[src/verilog/evs_pkg.sv]
// Purpose: shared constants and types of the exception vector sequencer
// Assumes: 32-bit effective addresses, vector offsets in the low 20 bits
// Notes: machine state bit positions are fixed here for the whole block
package evs_pkg;
	// vector offsets, low 20 address bits
	localparam logic [19:0] EVS_OFF_NONE    = 20'h00000;
	localparam logic [19:0] EVS_OFF_RESET   = 20'h00100;
	localparam logic [19:0] EVS_OFF_MCHECK  = 20'h00200;
	localparam logic [19:0] EVS_OFF_DSI     = 20'h00300;
	localparam logic [19:0] EVS_OFF_ISI     = 20'h00400;
	localparam logic [19:0] EVS_OFF_EXT     = 20'h00500;
	localparam logic [19:0] EVS_OFF_ALIGN   = 20'h00600;
	localparam logic [19:0] EVS_OFF_PROGRAM = 20'h00700;
	localparam logic [19:0] EVS_OFF_FPU     = 20'h00800;
	localparam logic [19:0] EVS_OFF_DEC     = 20'h00900;
	localparam logic [19:0] EVS_OFF_SYSCALL = 20'h00c00;
	localparam logic [19:0] EVS_OFF_TRACE   = 20'h00d00;
	localparam logic [19:0] EVS_OFF_UNUSED  = 20'h00e00;
	localparam logic [19:0] EVS_OFF_PERF    = 20'h00f00;
	localparam logic [19:0] EVS_OFF_INSTR_BREAKPOINT_REG    = 20'h01300;
	localparam logic [19:0] EVS_OFF_SMI     = 20'h01400;
	localparam logic [19:0] EVS_OFF_THERM   = 20'h01700;
	// high-order fetch prefix above the offset
	localparam logic [11:0] EVS_VEC_BASE    = 12'h000;
	// machine state bit positions
	localparam int EVS_EXT_IRQ_ENABLE_BIT = 15;
	localparam int EVS_MSR_PR = 14;
	localparam int EVS_CHECK_ENABLE_BIT = 12;
	localparam int EVS_SINGLE_STEP_ENABLE = 10;
	localparam int EVS_BRANCH_TRACE_ENABLE = 9;
	localparam int EVS_INSTR_TRANSLATE_ENABLE = 5;
	localparam int EVS_RECOVERABLE_BIT = 1;
	// machine state after reset
	localparam logic [31:0] EVS_MSR_RST      = 32'h0000_0000;
	// bits cleared on entry: ee, pr, se, be, ir, ri
	localparam logic [31:0] EVS_MSR_TAKE_CLR = 32'h0000_c622;
	// size of one instruction in bytes
	localparam logic [31:0] EVS_INSTR_BYTES  = 32'h0000_0004;
	// exception kinds
	typedef enum logic [3:0] {
		EVS_X_NONE    = 4'h0,
		EVS_X_RESET   = 4'h1,
		EVS_X_MCHECK  = 4'h2,
		EVS_X_DSI     = 4'h3,
		EVS_X_ISI     = 4'h4,
		EVS_X_EXT     = 4'h5,
		EVS_X_ALIGN   = 4'h6,
		EVS_X_PROGRAM = 4'h7,
		EVS_X_FPU     = 4'h8,
		EVS_X_DEC     = 4'h9,
		EVS_X_SYSCALL = 4'ha,
		EVS_X_TRACE   = 4'hb,
		EVS_X_PERF    = 4'hc,
		EVS_X_INSTR_BREAKPOINT_REG    = 4'hd,
		EVS_X_SMI     = 4'he,
		EVS_X_THERM   = 4'hf
	} evs_exc_t;
	// sequencer states
	typedef enum logic [0:0] {
		EVS_ST_RUN  = 1'b0,
		EVS_ST_STOP = 1'b1
	} evs_state_t;
	// next-completing instruction and its causes
	typedef struct packed {
		logic        valid;
		logic [31:0] addr;
		logic [31:0] next_addr;
		logic        is_branch;
		logic        is_isync;
		logic        system_call_op;
		logic        instr_storage_fault;
		logic        data_fault;
		logic        align_fault;
		logic        program_fault;
		logic        fpu_unavail;
	} evs_cmpl_t;
	// fetch redirect
	typedef struct packed {
		logic        valid;
		logic [31:0] addr;
	} evs_redirect_t;
	// offset for each exception kind
	function automatic logic [19:0] evs_vec_off(input evs_exc_t e);
		case (e)
			EVS_X_RESET:   return EVS_OFF_RESET;
			EVS_X_MCHECK:  return EVS_OFF_MCHECK;
			EVS_X_DSI:     return EVS_OFF_DSI;
			EVS_X_ISI:     return EVS_OFF_ISI;
			EVS_X_EXT:     return EVS_OFF_EXT;
			EVS_X_ALIGN:   return EVS_OFF_ALIGN;
			EVS_X_PROGRAM: return EVS_OFF_PROGRAM;
			EVS_X_FPU:     return EVS_OFF_FPU;
			EVS_X_DEC:     return EVS_OFF_DEC;
			EVS_X_SYSCALL: return EVS_OFF_SYSCALL;
			EVS_X_TRACE:   return EVS_OFF_TRACE;
			EVS_X_PERF:    return EVS_OFF_PERF;
			EVS_X_INSTR_BREAKPOINT_REG:    return EVS_OFF_INSTR_BREAKPOINT_REG;
			EVS_X_SMI:     return EVS_OFF_SMI;
			EVS_X_THERM:   return EVS_OFF_THERM;
			default:       return EVS_OFF_NONE;
		endcase
	endfunction
endpackage

[src/verilog/evs_sequencer.sv]
// Purpose: exception recognition, ordering and vectoring of the core
// Assumes: completion logic presents one next-completing instruction
// Notes: one exception taken per take cycle, redirect is a pulse unless a held hard reset pin or check source is retaken each cycle
`timescale 1ns/1ps
module evs_sequencer (
	// clock and reset
	input  wire logic                   sys_clk,
	input  wire logic                   reset,
	// external pins, asynchronous
	input  wire logic                   hard_reset_pin,
	input  wire logic                   soft_reset_pin,
	input  wire logic                   check_request_pin,
	input  wire logic                   transfer_error_ack,
	input  wire logic                   ext_irq_pin,
	input  wire logic                   sys_mgmt_irq_pin,
	// on-chip event sources
	input  wire logic [2:0]             double_bit_err,
	input  wire logic                   down_counter_msb,
	input  wire logic                   perf_limit_hit,
	input  wire logic                   perf_irq_enable,
	input  wire logic                   thermal_enable,
	input  wire logic [1:0]             thermal_over,
	// completion side
	input  wire evs_pkg::evs_cmpl_t     cmpl,
	input  wire logic                   cq_empty,
	input  wire logic [31:0]            restart_addr,
	output logic                        cmpl_hold,
	output logic                        dispatch_hold,
	// breakpoint setup
	input  wire logic [31:0]            instr_breakpoint_reg,
	input  wire logic                   breakpoint_translate_bit,
	input  wire logic                   breakpoint_enable_bit,
	// software access to machine state
	input  wire logic                   msr_wr,
	input  wire logic [31:0]            msr_wdata,
	input  wire logic                   handler_return,
	// state and fetch outputs
	output evs_pkg::evs_redirect_t      redirect_reg,
	output evs_pkg::evs_exc_t           active_exc_reg,
	output logic [31:0]                 save_restore_addr_reg,
	output logic [31:0]                 save_restore_state_reg,
	output logic [31:0]                 machine_state_reg,
	output logic                        check_stop_reg
);
	import evs_pkg::*;

	logic [5:0]  pin_s;          // synchronised pins
	evs_state_t  state_reg;      // run or check stop
	evs_state_t  state_next;     // next state
	logic        srst_d_reg;     // soft reset pin delayed
	logic        srst_pend_reg;  // soft reset edge seen
	logic        mck_pend_reg;   // machine check seen
	logic        dec_d_reg;      // decrementer msb delayed
	logic        dec_pend_reg;   // decrementer edge seen
	logic        perf_pend_reg;  // monitor limit seen
	logic        trace_pend_reg; // trace owed after completion
	logic [31:0] trace_addr_reg; // address after traced instruction

	// pins pass two flops before use
	evs_sync #(.WIDTH(6)) u_pin_sync (
		.sys_clk (sys_clk),
		.reset   (reset),
		.din     ({hard_reset_pin, soft_reset_pin, check_request_pin,
		           transfer_error_ack, ext_irq_pin, sys_mgmt_irq_pin}),
		.dout    (pin_s)
	);

	wire hard_s = pin_s[5];
	wire srst_s = pin_s[4];
	wire mcp_s  = pin_s[3];
	wire tea_s  = pin_s[2];
	wire ext_s  = pin_s[1];
	wire smi_s  = pin_s[0];

	// machine state bits
	wire ee = machine_state_reg[EVS_EXT_IRQ_ENABLE_BIT];
	wire me = machine_state_reg[EVS_CHECK_ENABLE_BIT];
	wire se = machine_state_reg[EVS_SINGLE_STEP_ENABLE];
	wire be = machine_state_reg[EVS_BRANCH_TRACE_ENABLE];
	wire ir = machine_state_reg[EVS_INSTR_TRANSLATE_ENABLE];

	// nonmaskable requests
	wire sysrst_req = hard_s | srst_pend_reg;
	wire mck_src    = mcp_s | tea_s | (|double_bit_err);
	wire mck_req    = mck_pend_reg & me;
	wire nmi_req    = sysrst_req | mck_req;
	wire run        = (state_reg == EVS_ST_RUN);
	wire gap        = redirect_reg.valid;

	// breakpoint compare on upper 30 address bits
	wire bp_hit = breakpoint_enable_bit & (breakpoint_translate_bit == ir)
		& (instr_breakpoint_reg[31:2] == cmpl.addr[31:2]);

	// instruction-caused causes, floating faults arrive precise
	wire sync_any = cmpl.valid & (cmpl.instr_storage_fault | cmpl.program_fault
		| cmpl.fpu_unavail | cmpl.system_call_op | cmpl.align_fault
		| cmpl.data_fault | bp_hit);

	// highest priority cause of one instruction
	wire evs_exc_t sync_sel =
		cmpl.instr_storage_fault ? EVS_X_ISI :
		cmpl.program_fault       ? EVS_X_PROGRAM :
		cmpl.fpu_unavail         ? EVS_X_FPU :
		cmpl.system_call_op      ? EVS_X_SYSCALL :
		cmpl.align_fault         ? EVS_X_ALIGN :
		cmpl.data_fault          ? EVS_X_DSI :
		                           EVS_X_INSTR_BREAKPOINT_REG;

	// maskable asynchronous sources
	wire therm_req = thermal_enable & (|thermal_over);
	wire async_src = smi_s | ext_s | perf_pend_reg | dec_pend_reg | therm_req;
	wire async_want = ee & async_src;
	// queue empty and nothing completing: restart address is known
	wire async_ok  = async_want & cq_empty & ~cmpl.valid;

	wire evs_exc_t async_sel =
		smi_s         ? EVS_X_SMI :
		ext_s         ? EVS_X_EXT :
		perf_pend_reg ? EVS_X_PERF :
		dec_pend_reg  ? EVS_X_DEC :
		                EVS_X_THERM;

	// overall selection, nonmaskable ones preempt
	wire evs_exc_t exc_sel =
		sysrst_req              ? EVS_X_RESET :
		mck_req                 ? EVS_X_MCHECK :
		(!run || gap)           ? EVS_X_NONE :
		trace_pend_reg          ? EVS_X_TRACE :
		sync_any                ? sync_sel :
		async_ok                ? async_sel :
		                          EVS_X_NONE;
	wire take = (exc_sel != EVS_X_NONE);

	// resume address saved for the handler
	wire [31:0] save_addr =
		(exc_sel == EVS_X_SYSCALL) ? cmpl.addr + EVS_INSTR_BYTES :
		(exc_sel == EVS_X_TRACE)   ? trace_addr_reg :
		(sync_any && exc_sel == sync_sel) ? cmpl.addr :
		                             restart_addr;

	// entry state: supervisor, interrupts and trace off, not recoverable
	wire [31:0] msr_take = machine_state_reg & ~EVS_MSR_TAKE_CLR;

	// instruction held while an exception is pending or its redirect is in flight
	assign cmpl_hold     = cmpl.valid & (take | gap | trace_pend_reg | !run);
	// stop dispatch so the queue can drain
	assign dispatch_hold = run & (async_want | trace_pend_reg);

	// completing instruction leaves trace debt
	wire retire    = cmpl.valid & ~cmpl_hold;
	wire trace_set = retire & ((se & ~cmpl.is_isync)
		| (be & cmpl.is_branch & ~cmpl.is_isync));

	// set wins over clear on every pending flag
	wire srst_next  = (srst_s & ~srst_d_reg)
		| (srst_pend_reg & ~(exc_sel == EVS_X_RESET));
	wire mck_next   = mck_src | (mck_pend_reg & ~(exc_sel == EVS_X_MCHECK || exc_sel == EVS_X_RESET));
	wire dec_next   = (down_counter_msb & ~dec_d_reg)
		| (dec_pend_reg & ~(exc_sel == EVS_X_DEC));
	wire perf_next  = (perf_limit_hit & perf_irq_enable)
		| (perf_pend_reg & ~(exc_sel == EVS_X_PERF));
	wire trace_next = trace_set | (trace_pend_reg & ~(exc_sel == EVS_X_TRACE));

	// check stop when a check arrives with checks disabled
	assign state_next = (exc_sel == EVS_X_RESET) ? EVS_ST_RUN :
		(mck_pend_reg && !me) ? EVS_ST_STOP : state_reg;

	// pending event flags
	always_ff @(posedge sys_clk)
	begin
		if (reset)
		begin
			srst_d_reg     <= 1'b0;
			srst_pend_reg  <= 1'b0;
			mck_pend_reg   <= 1'b0;
			dec_d_reg      <= 1'b0;
			dec_pend_reg   <= 1'b0;
			perf_pend_reg  <= 1'b0;
			trace_pend_reg <= 1'b0;
		end
		else
		begin
			srst_d_reg     <= srst_s;
			srst_pend_reg  <= srst_next;
			mck_pend_reg   <= mck_next;
			dec_d_reg      <= down_counter_msb;
			dec_pend_reg   <= dec_next;
			perf_pend_reg  <= perf_next;
			trace_pend_reg <= trace_next;
		end
	end

	// address after the traced instruction
	always_ff @(posedge sys_clk)
	begin
		if (reset)
			trace_addr_reg <= 32'h0000_0000;
		else if (trace_set)
			trace_addr_reg <= cmpl.next_addr;
	end

	// state machine and check stop flag
	always_ff @(posedge sys_clk)
	begin
		if (reset)
		begin
			state_reg      <= EVS_ST_RUN;
			check_stop_reg <= 1'b0;
		end
		else
		begin
			state_reg      <= state_next;
			check_stop_reg <= (state_next == EVS_ST_STOP);
		end
	end

	// save registers, machine state, redirect
	always_ff @(posedge sys_clk)
	begin
		if (reset)
		begin
			save_restore_addr_reg  <= 32'h0000_0000;
			save_restore_state_reg <= 32'h0000_0000;
			machine_state_reg      <= EVS_MSR_RST;
			redirect_reg           <= '0;
			active_exc_reg         <= EVS_X_NONE;
		end
		else if (take)
		begin
			// old state with its recoverable bit goes to the save pair
			save_restore_addr_reg  <= save_addr;
			save_restore_state_reg <= machine_state_reg;
			machine_state_reg      <= msr_take;
			redirect_reg.valid     <= 1'b1;
			redirect_reg.addr      <= {EVS_VEC_BASE, evs_vec_off(exc_sel)};
			active_exc_reg         <= exc_sel;
		end
		else
		begin
			redirect_reg.valid <= 1'b0;
			// return restores, else software write
			if (handler_return)
				machine_state_reg <= save_restore_state_reg;
			else if (msr_wr)
				machine_state_reg <= msr_wdata;
		end
	end

	// redirect address always base plus offset of the kind
	property p_vec;
		@(posedge sys_clk) disable iff (reset)
		redirect_reg.valid |-> redirect_reg.addr == {EVS_VEC_BASE, evs_vec_off(active_exc_reg)};
	endproperty
	a_vec: assert property (p_vec) else $error("redirect address not base plus offset");

	// save pair holds the state before entry, supervisor after
	property p_save;
		@(posedge sys_clk) disable iff (reset)
		take |=> save_restore_state_reg == $past(machine_state_reg)
			&& !machine_state_reg[EVS_MSR_PR] && redirect_reg.valid;
	endproperty
	a_save: assert property (p_save) else $error("state not saved on entry");

	// async kinds only with an empty queue and enable set
	property p_async;
		@(posedge sys_clk) disable iff (reset)
		take && (exc_sel == EVS_X_EXT || exc_sel == EVS_X_DEC || exc_sel == EVS_X_SMI
			|| exc_sel == EVS_X_PERF || exc_sel == EVS_X_THERM) |-> cq_empty && ee;
	endproperty
	a_async: assert property (p_async) else $error("async taken with busy queue or masked");

	// reserved offset never produced
	property p_unused;
		@(posedge sys_clk) disable iff (reset)
		redirect_reg.valid |-> redirect_reg.addr[19:0] != EVS_OFF_UNUSED;
	endproperty
	a_unused: assert property (p_unused) else $error("reserved vector produced");

	// machine check only with checks enabled
	property p_mck;
		@(posedge sys_clk) disable iff (reset)
		redirect_reg.valid && active_exc_reg == EVS_X_MCHECK |-> $past(me);
	endproperty
	a_mck: assert property (p_mck) else $error("check taken while disabled");

	// faulting instruction held back and its address saved
	property p_hold;
		@(posedge sys_clk) disable iff (reset)
		take && sync_any && exc_sel == sync_sel && exc_sel != EVS_X_SYSCALL
			|-> cmpl_hold ##1 save_restore_addr_reg == $past(cmpl.addr);
	endproperty
	a_hold: assert property (p_hold) else $error("faulting instruction not held");

	// system call resumes one instruction later
	property p_sc;
		@(posedge sys_clk) disable iff (reset)
		redirect_reg.valid && active_exc_reg == EVS_X_SYSCALL
			|-> save_restore_addr_reg == $past(cmpl.addr) + EVS_INSTR_BYTES;
	endproperty
	a_sc: assert property (p_sc) else $error("system call resume address wrong");

	// no back to back entries except nonmaskable preemption
	property p_one;
		@(posedge sys_clk) disable iff (reset)
		redirect_reg.valid |-> !take || nmi_req;
	endproperty
	a_one: assert property (p_one) else $error("second exception without gap");

	// held hard reset pin reaches the reset vector
	property p_rst;
		@(posedge sys_clk) disable iff (reset)
		$rose(hard_reset_pin) ##1 hard_reset_pin[*3]
			|-> ##[0:2] (redirect_reg.valid && active_exc_reg == EVS_X_RESET);
	endproperty
	a_rst: assert property (p_rst) else $error("hard reset pin not vectored");

	// branch completing under branch trace leaves trace owed
	property p_trace;
		@(posedge sys_clk) disable iff (reset)
		retire && be && cmpl.is_branch && !cmpl.is_isync |=> trace_pend_reg;
	endproperty
	a_trace: assert property (p_trace) else $error("branch trace lost");
endmodule

[src/verilog/evs_sync.sv]
// Purpose: two-flop synchroniser for asynchronous pin levels
// Assumes: each bit is an independent level
// Notes: first stage feeds only the second stage
`timescale 1ns/1ps
module evs_sync #(
	parameter int WIDTH = 1
) (
	// clock and reset
	input  wire logic             sys_clk,
	input  wire logic             reset,
	// levels
	input  wire logic [WIDTH-1:0] din,
	output logic      [WIDTH-1:0] dout
);
	logic [WIDTH-1:0] meta_reg; // first stage

	// two stages, cleared on reset
	always_ff @(posedge sys_clk)
	begin
		if (reset)
		begin
			meta_reg <= '0;
			dout     <= '0;
		end
		else
		begin
			meta_reg <= din;
			dout     <= meta_reg;
		end
	end
endmodule

[config.mk]
export PLATFORM = sky130hd
export DESIGN_NAME = evs_sequencer
export DESIGN_NICKNAME = d
export VERILOG_FILES = /design/src/verilog/evs_pkg.sv /design/src/verilog/evs_sequencer.sv /design/src/verilog/evs_sync.sv
export SDC_FILE = /design/constraint.sdc
export NUM_CORES = 1
export LEC_CHECK = 0
export ABC_AREA = 1
export BUFFER_PORTS_ARGS = -buffer_cell sky130_fd_sc_hd__buf_2
export CAP_MARGIN = 20
export CORE_ASPECT_RATIO = 0.5
export CORE_MARGIN = 2
export CORE_UTILIZATION = 25
export DETAILED_ROUTE_END_ITERATION = 12
export GPL_TIMING_DRIVEN = 0
export HOLD_SLACK_MARGIN = 0.06
export SYNTH_ARGS = -nofsm -noshare
export SYNTH_HDL_FRONTEND = slang
export SYNTH_SLANG_ARGS = --single-unit
[constraint.sdc]
create_clock -name sys_clk -period 2.95 [get_ports sys_clk]
set_input_delay 0.4425 -clock sys_clk [delete_from_list [all_inputs] [get_ports sys_clk]]
set_output_delay 0.4425 -clock sys_clk [all_outputs]
set_load 0.005 [all_outputs]
==> summary.md <==
| Metric | Value |
|---|---|
| Post-route total power | `0.006140 W` |
| Critical path launch point type | `flop` |
| Arrival time of the worst setup path | `~2400 ps` |
| Areal power density over the cells | `roughly 540 mW/mm2` |
| Final #Nets | `approximately 1,800` |
| Asr flop ratio synth | `0%` |
| Maximum level of the CTS H-tree | `4` |
| Vias per inst | `4.404` |
| Run status | `finished, final reports clean` |
| Total number of vias | `between 9,000 and 10,000` |
| Share of the yosys chip area belonging to registers | `between 30% and 40%` |
| Clock Power Share | `34.2%` |
| Data required, critical path | `between 2000 and 3000 ps` |
| Global-route wire length before repair | `between 40,000 and 50,000 um` |
| Final setup skew | `between 15 and 20 ps` |
| Post-synth EDFFs | `0` |
| Number of instances in the synthesized netlist | `1,307` |
| Period utilization | `95.19%` |
| Cell area after layout | `0.01145 mm2` |
| Worst setup slack before clock tree synthesis | `-340.9 ps` |
| FF+latch count, synth | `around 160` |
| Placed cell area | `~0.011 mm2` |
| Aggregate global-route resource usage | `around 18%` |
| Area added between synthesis and finish | `32.48%` |
| Initial cell density of the core | `roughly 25%` |
| Max-capacitance violation count | `0` |
| Vertical extent of the die | `roughly 140 um` |
| Combinational power share | `between 20% and 30%` |
| Final critical delay including setup and external delays | `between 2000 and 3000 ps` |
| Clk buf depth | `2` |
| Worst setup margin | `141.8 ps` |
| Switching component of the power | `between 0.002 and 0.0025 W` |
| Total Die Area | `around 0.036 mm2` |
| Root Buffer Master | `sky130_fd_sc_hd__clkbuf_16` |
| Placer Congestion | `between 0.8 and 0.9` |
| Maximum number of pins on one net before global-route repair | `17` |
| Clock tree sinks | `158` |
| Gr ovfl total | `0` |
| Cell internal pwr | `0.004059 W` |
| Worst voltage drop across the vdd grid | `about 0.00043 V` |
| CTS tree | `done` |
| Post-synthesis area per instance | `approximately 6.6 um2` |
| Maximum frequency from static timing analysis | `around 0.36 GHz` |
| Final slew viol count | `0` |
| Number of iterations in the first detailed-routing pass | `5` |
| Placed cells | `~2,100` |
| Post-route antenna net violation count | `0` |
| Number of DRC markers after the initial detailed-route iteration | `between 500 and 600` |
| Final Hold Fails | `0` |
| Clk Latency, worst-skew pair | `450 ps` |
| Final design utilization | `around a third` |
| Crit path max fanout | `6` |
| Setup repair after global routing missed its margin | `true` |
| Count of unique library cells instantiated by Yosys | `48` |
| Routed wire length | `around 33,000 um` |
| Initial antenna violation count | `4` |
| Finished Layout Cells | `about 2,100` |
| Relative slew slack | `between 50% and 60%` |
| Clock transition at the registers of the reported paths | `~70 ps` |
| Setup Viol. Count Final | `0` |
| Slew at the pin closest to its max-slew limit | `667.4 ps` |
| Fraction of layout cells with a size suffix above 1 | `a little over a quarter` |
| Clock buffer count from CTS | `17` |
| Critical path endpoint category | `output port` |
| Number of design rule violations left after detail routing | `0` |
| Hpwl dp | `between 20,000 and 30,000 um` |
| Pleak | `between 5 and 6 nW` |
| Sequential cell fraction of total power | `about two fifths` |
| Share of total power consumed by net switching | `33.90%` |
| Class of the tightest hold or removal check | `input pin to flop` |
| Buffers on Ports | `about 290` |
| Post-DR wirelength/cell | `15.54 um` |
| Post-synth top flop | `sky130_fd_sc_hd__dfxtp_1` |
| Row count | `48` |
| Die outline width | `267.0 um` |
| Cell area after technology mapping | `0.008643 mm2` |
| Core footprint | `0.03423 mm2` |
| Vias in the first global route | `between 8,000 and 9,000` |
| Number of warnings issued by yosys | `0` |
| Number of top-level pins | `between 300 and 400` |
| Type of the worst setup path | `flop to output port` |
[worst max-delay path: stages, from the launching register on]
cell and delay (ps):
sky130_fd_sc_hd__dfxtp_4 360, sky130_fd_sc_hd__inv_2 60, sky130_fd_sc_hd__nand2_1 50, sky130_fd_sc_hd__nand2_2 90
sky130_fd_sc_hd__nand2_2 50, sky130_fd_sc_hd__nor2_2 110, sky130_fd_sc_hd__nand2_2 90, sky130_fd_sc_hd__nor2_2 100
sky130_fd_sc_hd__nand2_2 100, sky130_fd_sc_hd__nand2_4 100, sky130_fd_sc_hd__nand3_1 70, sky130_fd_sc_hd__nand2_1 80
sky130_fd_sc_hd__nand2_2 80, sky130_fd_sc_hd__nand2_4 90, sky130_fd_sc_hd__nor2_4 50, sky130_fd_sc_hd__inv_4 100
sky130_fd_sc_hd__nor2_8 50, sky130_fd_sc_hd__nand2_1 50, sky130_fd_sc_hd__nand2_1 50, sky130_fd_sc_hd__inv_1 60
sky130_fd_sc_hd__buf_2 110
[layer usage]
layer	track usage, %	part of all wire [%]	vias to the layer above
met5	0	0	-
met1	20.77	42	4284
met4	8.365	3.5	0
met2	32.02	51	224
met3	3.581	4.2	57
li1	-	-	4776
[placed cells by master, fill, tap and decap left out, types with 26 or more instances in the layout]
master | synthesis | routed
sky130_fd_sc_hd__inv_1 | 208 | 207
sky130_fd_sc_hd__a211oi_1 | 26 | 26
sky130_fd_sc_hd__a21oi_1 | 96 | 96
sky130_fd_sc_hd__o21ai_0 | 61 | 61
sky130_fd_sc_hd__o22ai_1 | 27 | 27
sky130_fd_sc_hd__nand3_1 | 78 | 78
sky130_fd_sc_hd__nand2_1 | 322 | 316
sky130_fd_sc_hd__buf_4 | 33 | 41
sky130_fd_sc_hd__nor2_1 | 87 | 84
sky130_fd_sc_hd__dfxtp_1 | 158 | 157
sky130_fd_sc_hd__clkbuf_1 | 25 | 26
sky130_fd_sc_hd__buf_2 | 27 | 321
sky130_fd_sc_hd__conb_1 | 1 | 27
[final timing paths]
kind	from	to	slack [ps]	cells after the start
hold reg to reg	srst_d_reg	srst_pend_reg	400	1
setup reg to reg	machine_state_reg[5]	save_restore_addr_reg[25]	250	19
setup / recovery	machine_state_reg[5]	cmpl_hold	140	20
hold / removal	check_request_pin	u_pin_sync.meta_reg[3]	200	3
[cells by family after synthesis]
family | Yosys count | share of synthesized area (%)
AND/OR/NAND/NOR | 536 | 26.75
buffers and inverters | 321 | 16.31
AO/OA/AOI/OAI | 262 | 17.31
flip-flops | 158 | 36.60
XOR/XNOR | 28 | 2.837
adder cells (fa/ha/maj) | 1 | 0.1447
other | 1 | 0.04339
[area by class of cell]
cell class	instances	area, um2
fillers	3792	22780
inverters	230	865.8
clock inverters	12	102.6
diodes	4	10.01
multi-input cells	854	4228
clock buffers	20	436.7
plain buffers	91	546.8
flip-flops and latches	158	3167
well taps	450	563.0
repair buffers	302	1531
[what timing repair did]
| item | in CTS | in global routing |
|---|---|---|
| pin swaps | 6 | 8 |
| hold buffers | 0 | 0 |
| buffers inserted | 4 | 4 |
| gates resized for setup | 9 | 13 |
| setup endpoints to repair | 20 | 63 |
[synthesized netlist by cell type (5+ instances only)]
cell | instances | share of area, %
sky130_fd_sc_hd__a211oi_1 | 26 | 2.3
sky130_fd_sc_hd__a21o_1 | 7 | 0.61
sky130_fd_sc_hd__a21oi_1 | 96 | 5.6
sky130_fd_sc_hd__a22oi_1 | 6 | 0.52
sky130_fd_sc_hd__buf_2 | 27 | 1.6
sky130_fd_sc_hd__buf_4 | 33 | 2.9
sky130_fd_sc_hd__buf_6 | 6 | 0.78
sky130_fd_sc_hd__clkbuf_1 | 25 | 1.1
sky130_fd_sc_hd__dfxtp_1 | 158 | 37
sky130_fd_sc_hd__inv_1 | 208 | 9.0
sky130_fd_sc_hd__inv_2 | 18 | 0.78
sky130_fd_sc_hd__nand2_1 | 322 | 14
sky130_fd_sc_hd__nand2_2 | 7 | 0.51
sky130_fd_sc_hd__nand3_1 | 78 | 4.5
sky130_fd_sc_hd__nand3b_1 | 5 | 0.43
sky130_fd_sc_hd__nand4_1 | 8 | 0.58
sky130_fd_sc_hd__nor2_1 | 87 | 3.8
sky130_fd_sc_hd__nor3_1 | 7 | 0.41
sky130_fd_sc_hd__o21ai_0 | 61 | 3.5
sky130_fd_sc_hd__o21ai_1 | 24 | 1.4
sky130_fd_sc_hd__o22ai_1 | 27 | 2.0
sky130_fd_sc_hd__xnor2_1 | 9 | 0.91
sky130_fd_sc_hd__xor2_1 | 19 | 1.9
[power groups by stage]
stage / combinational, W / sequential [W] / clock (W)
after global routing: 0.00172 / 0.00251 / 0.00225
after CTS: 0.00154 / 0.00249 / 0.00216
final: 0.00155 / 0.00249 / 0.00210
after global placement: 0.00151 / 0.00253 / 0
after detailed placement: 0.00152 / 0.00253 / 0
after floorplan: 0.000815 / 0.00253 / 0
[metrics by stage]
stage	hold WS, ps	setup TNS (ps)
after CTS	170.4	0
after floorplan	374.4	0
after global placement	379.1	-12510
final	199.8	0
after detailed placement	386.6	-14270
after global routing	183.6	-44.18
(Power assumes the default switching activity.)
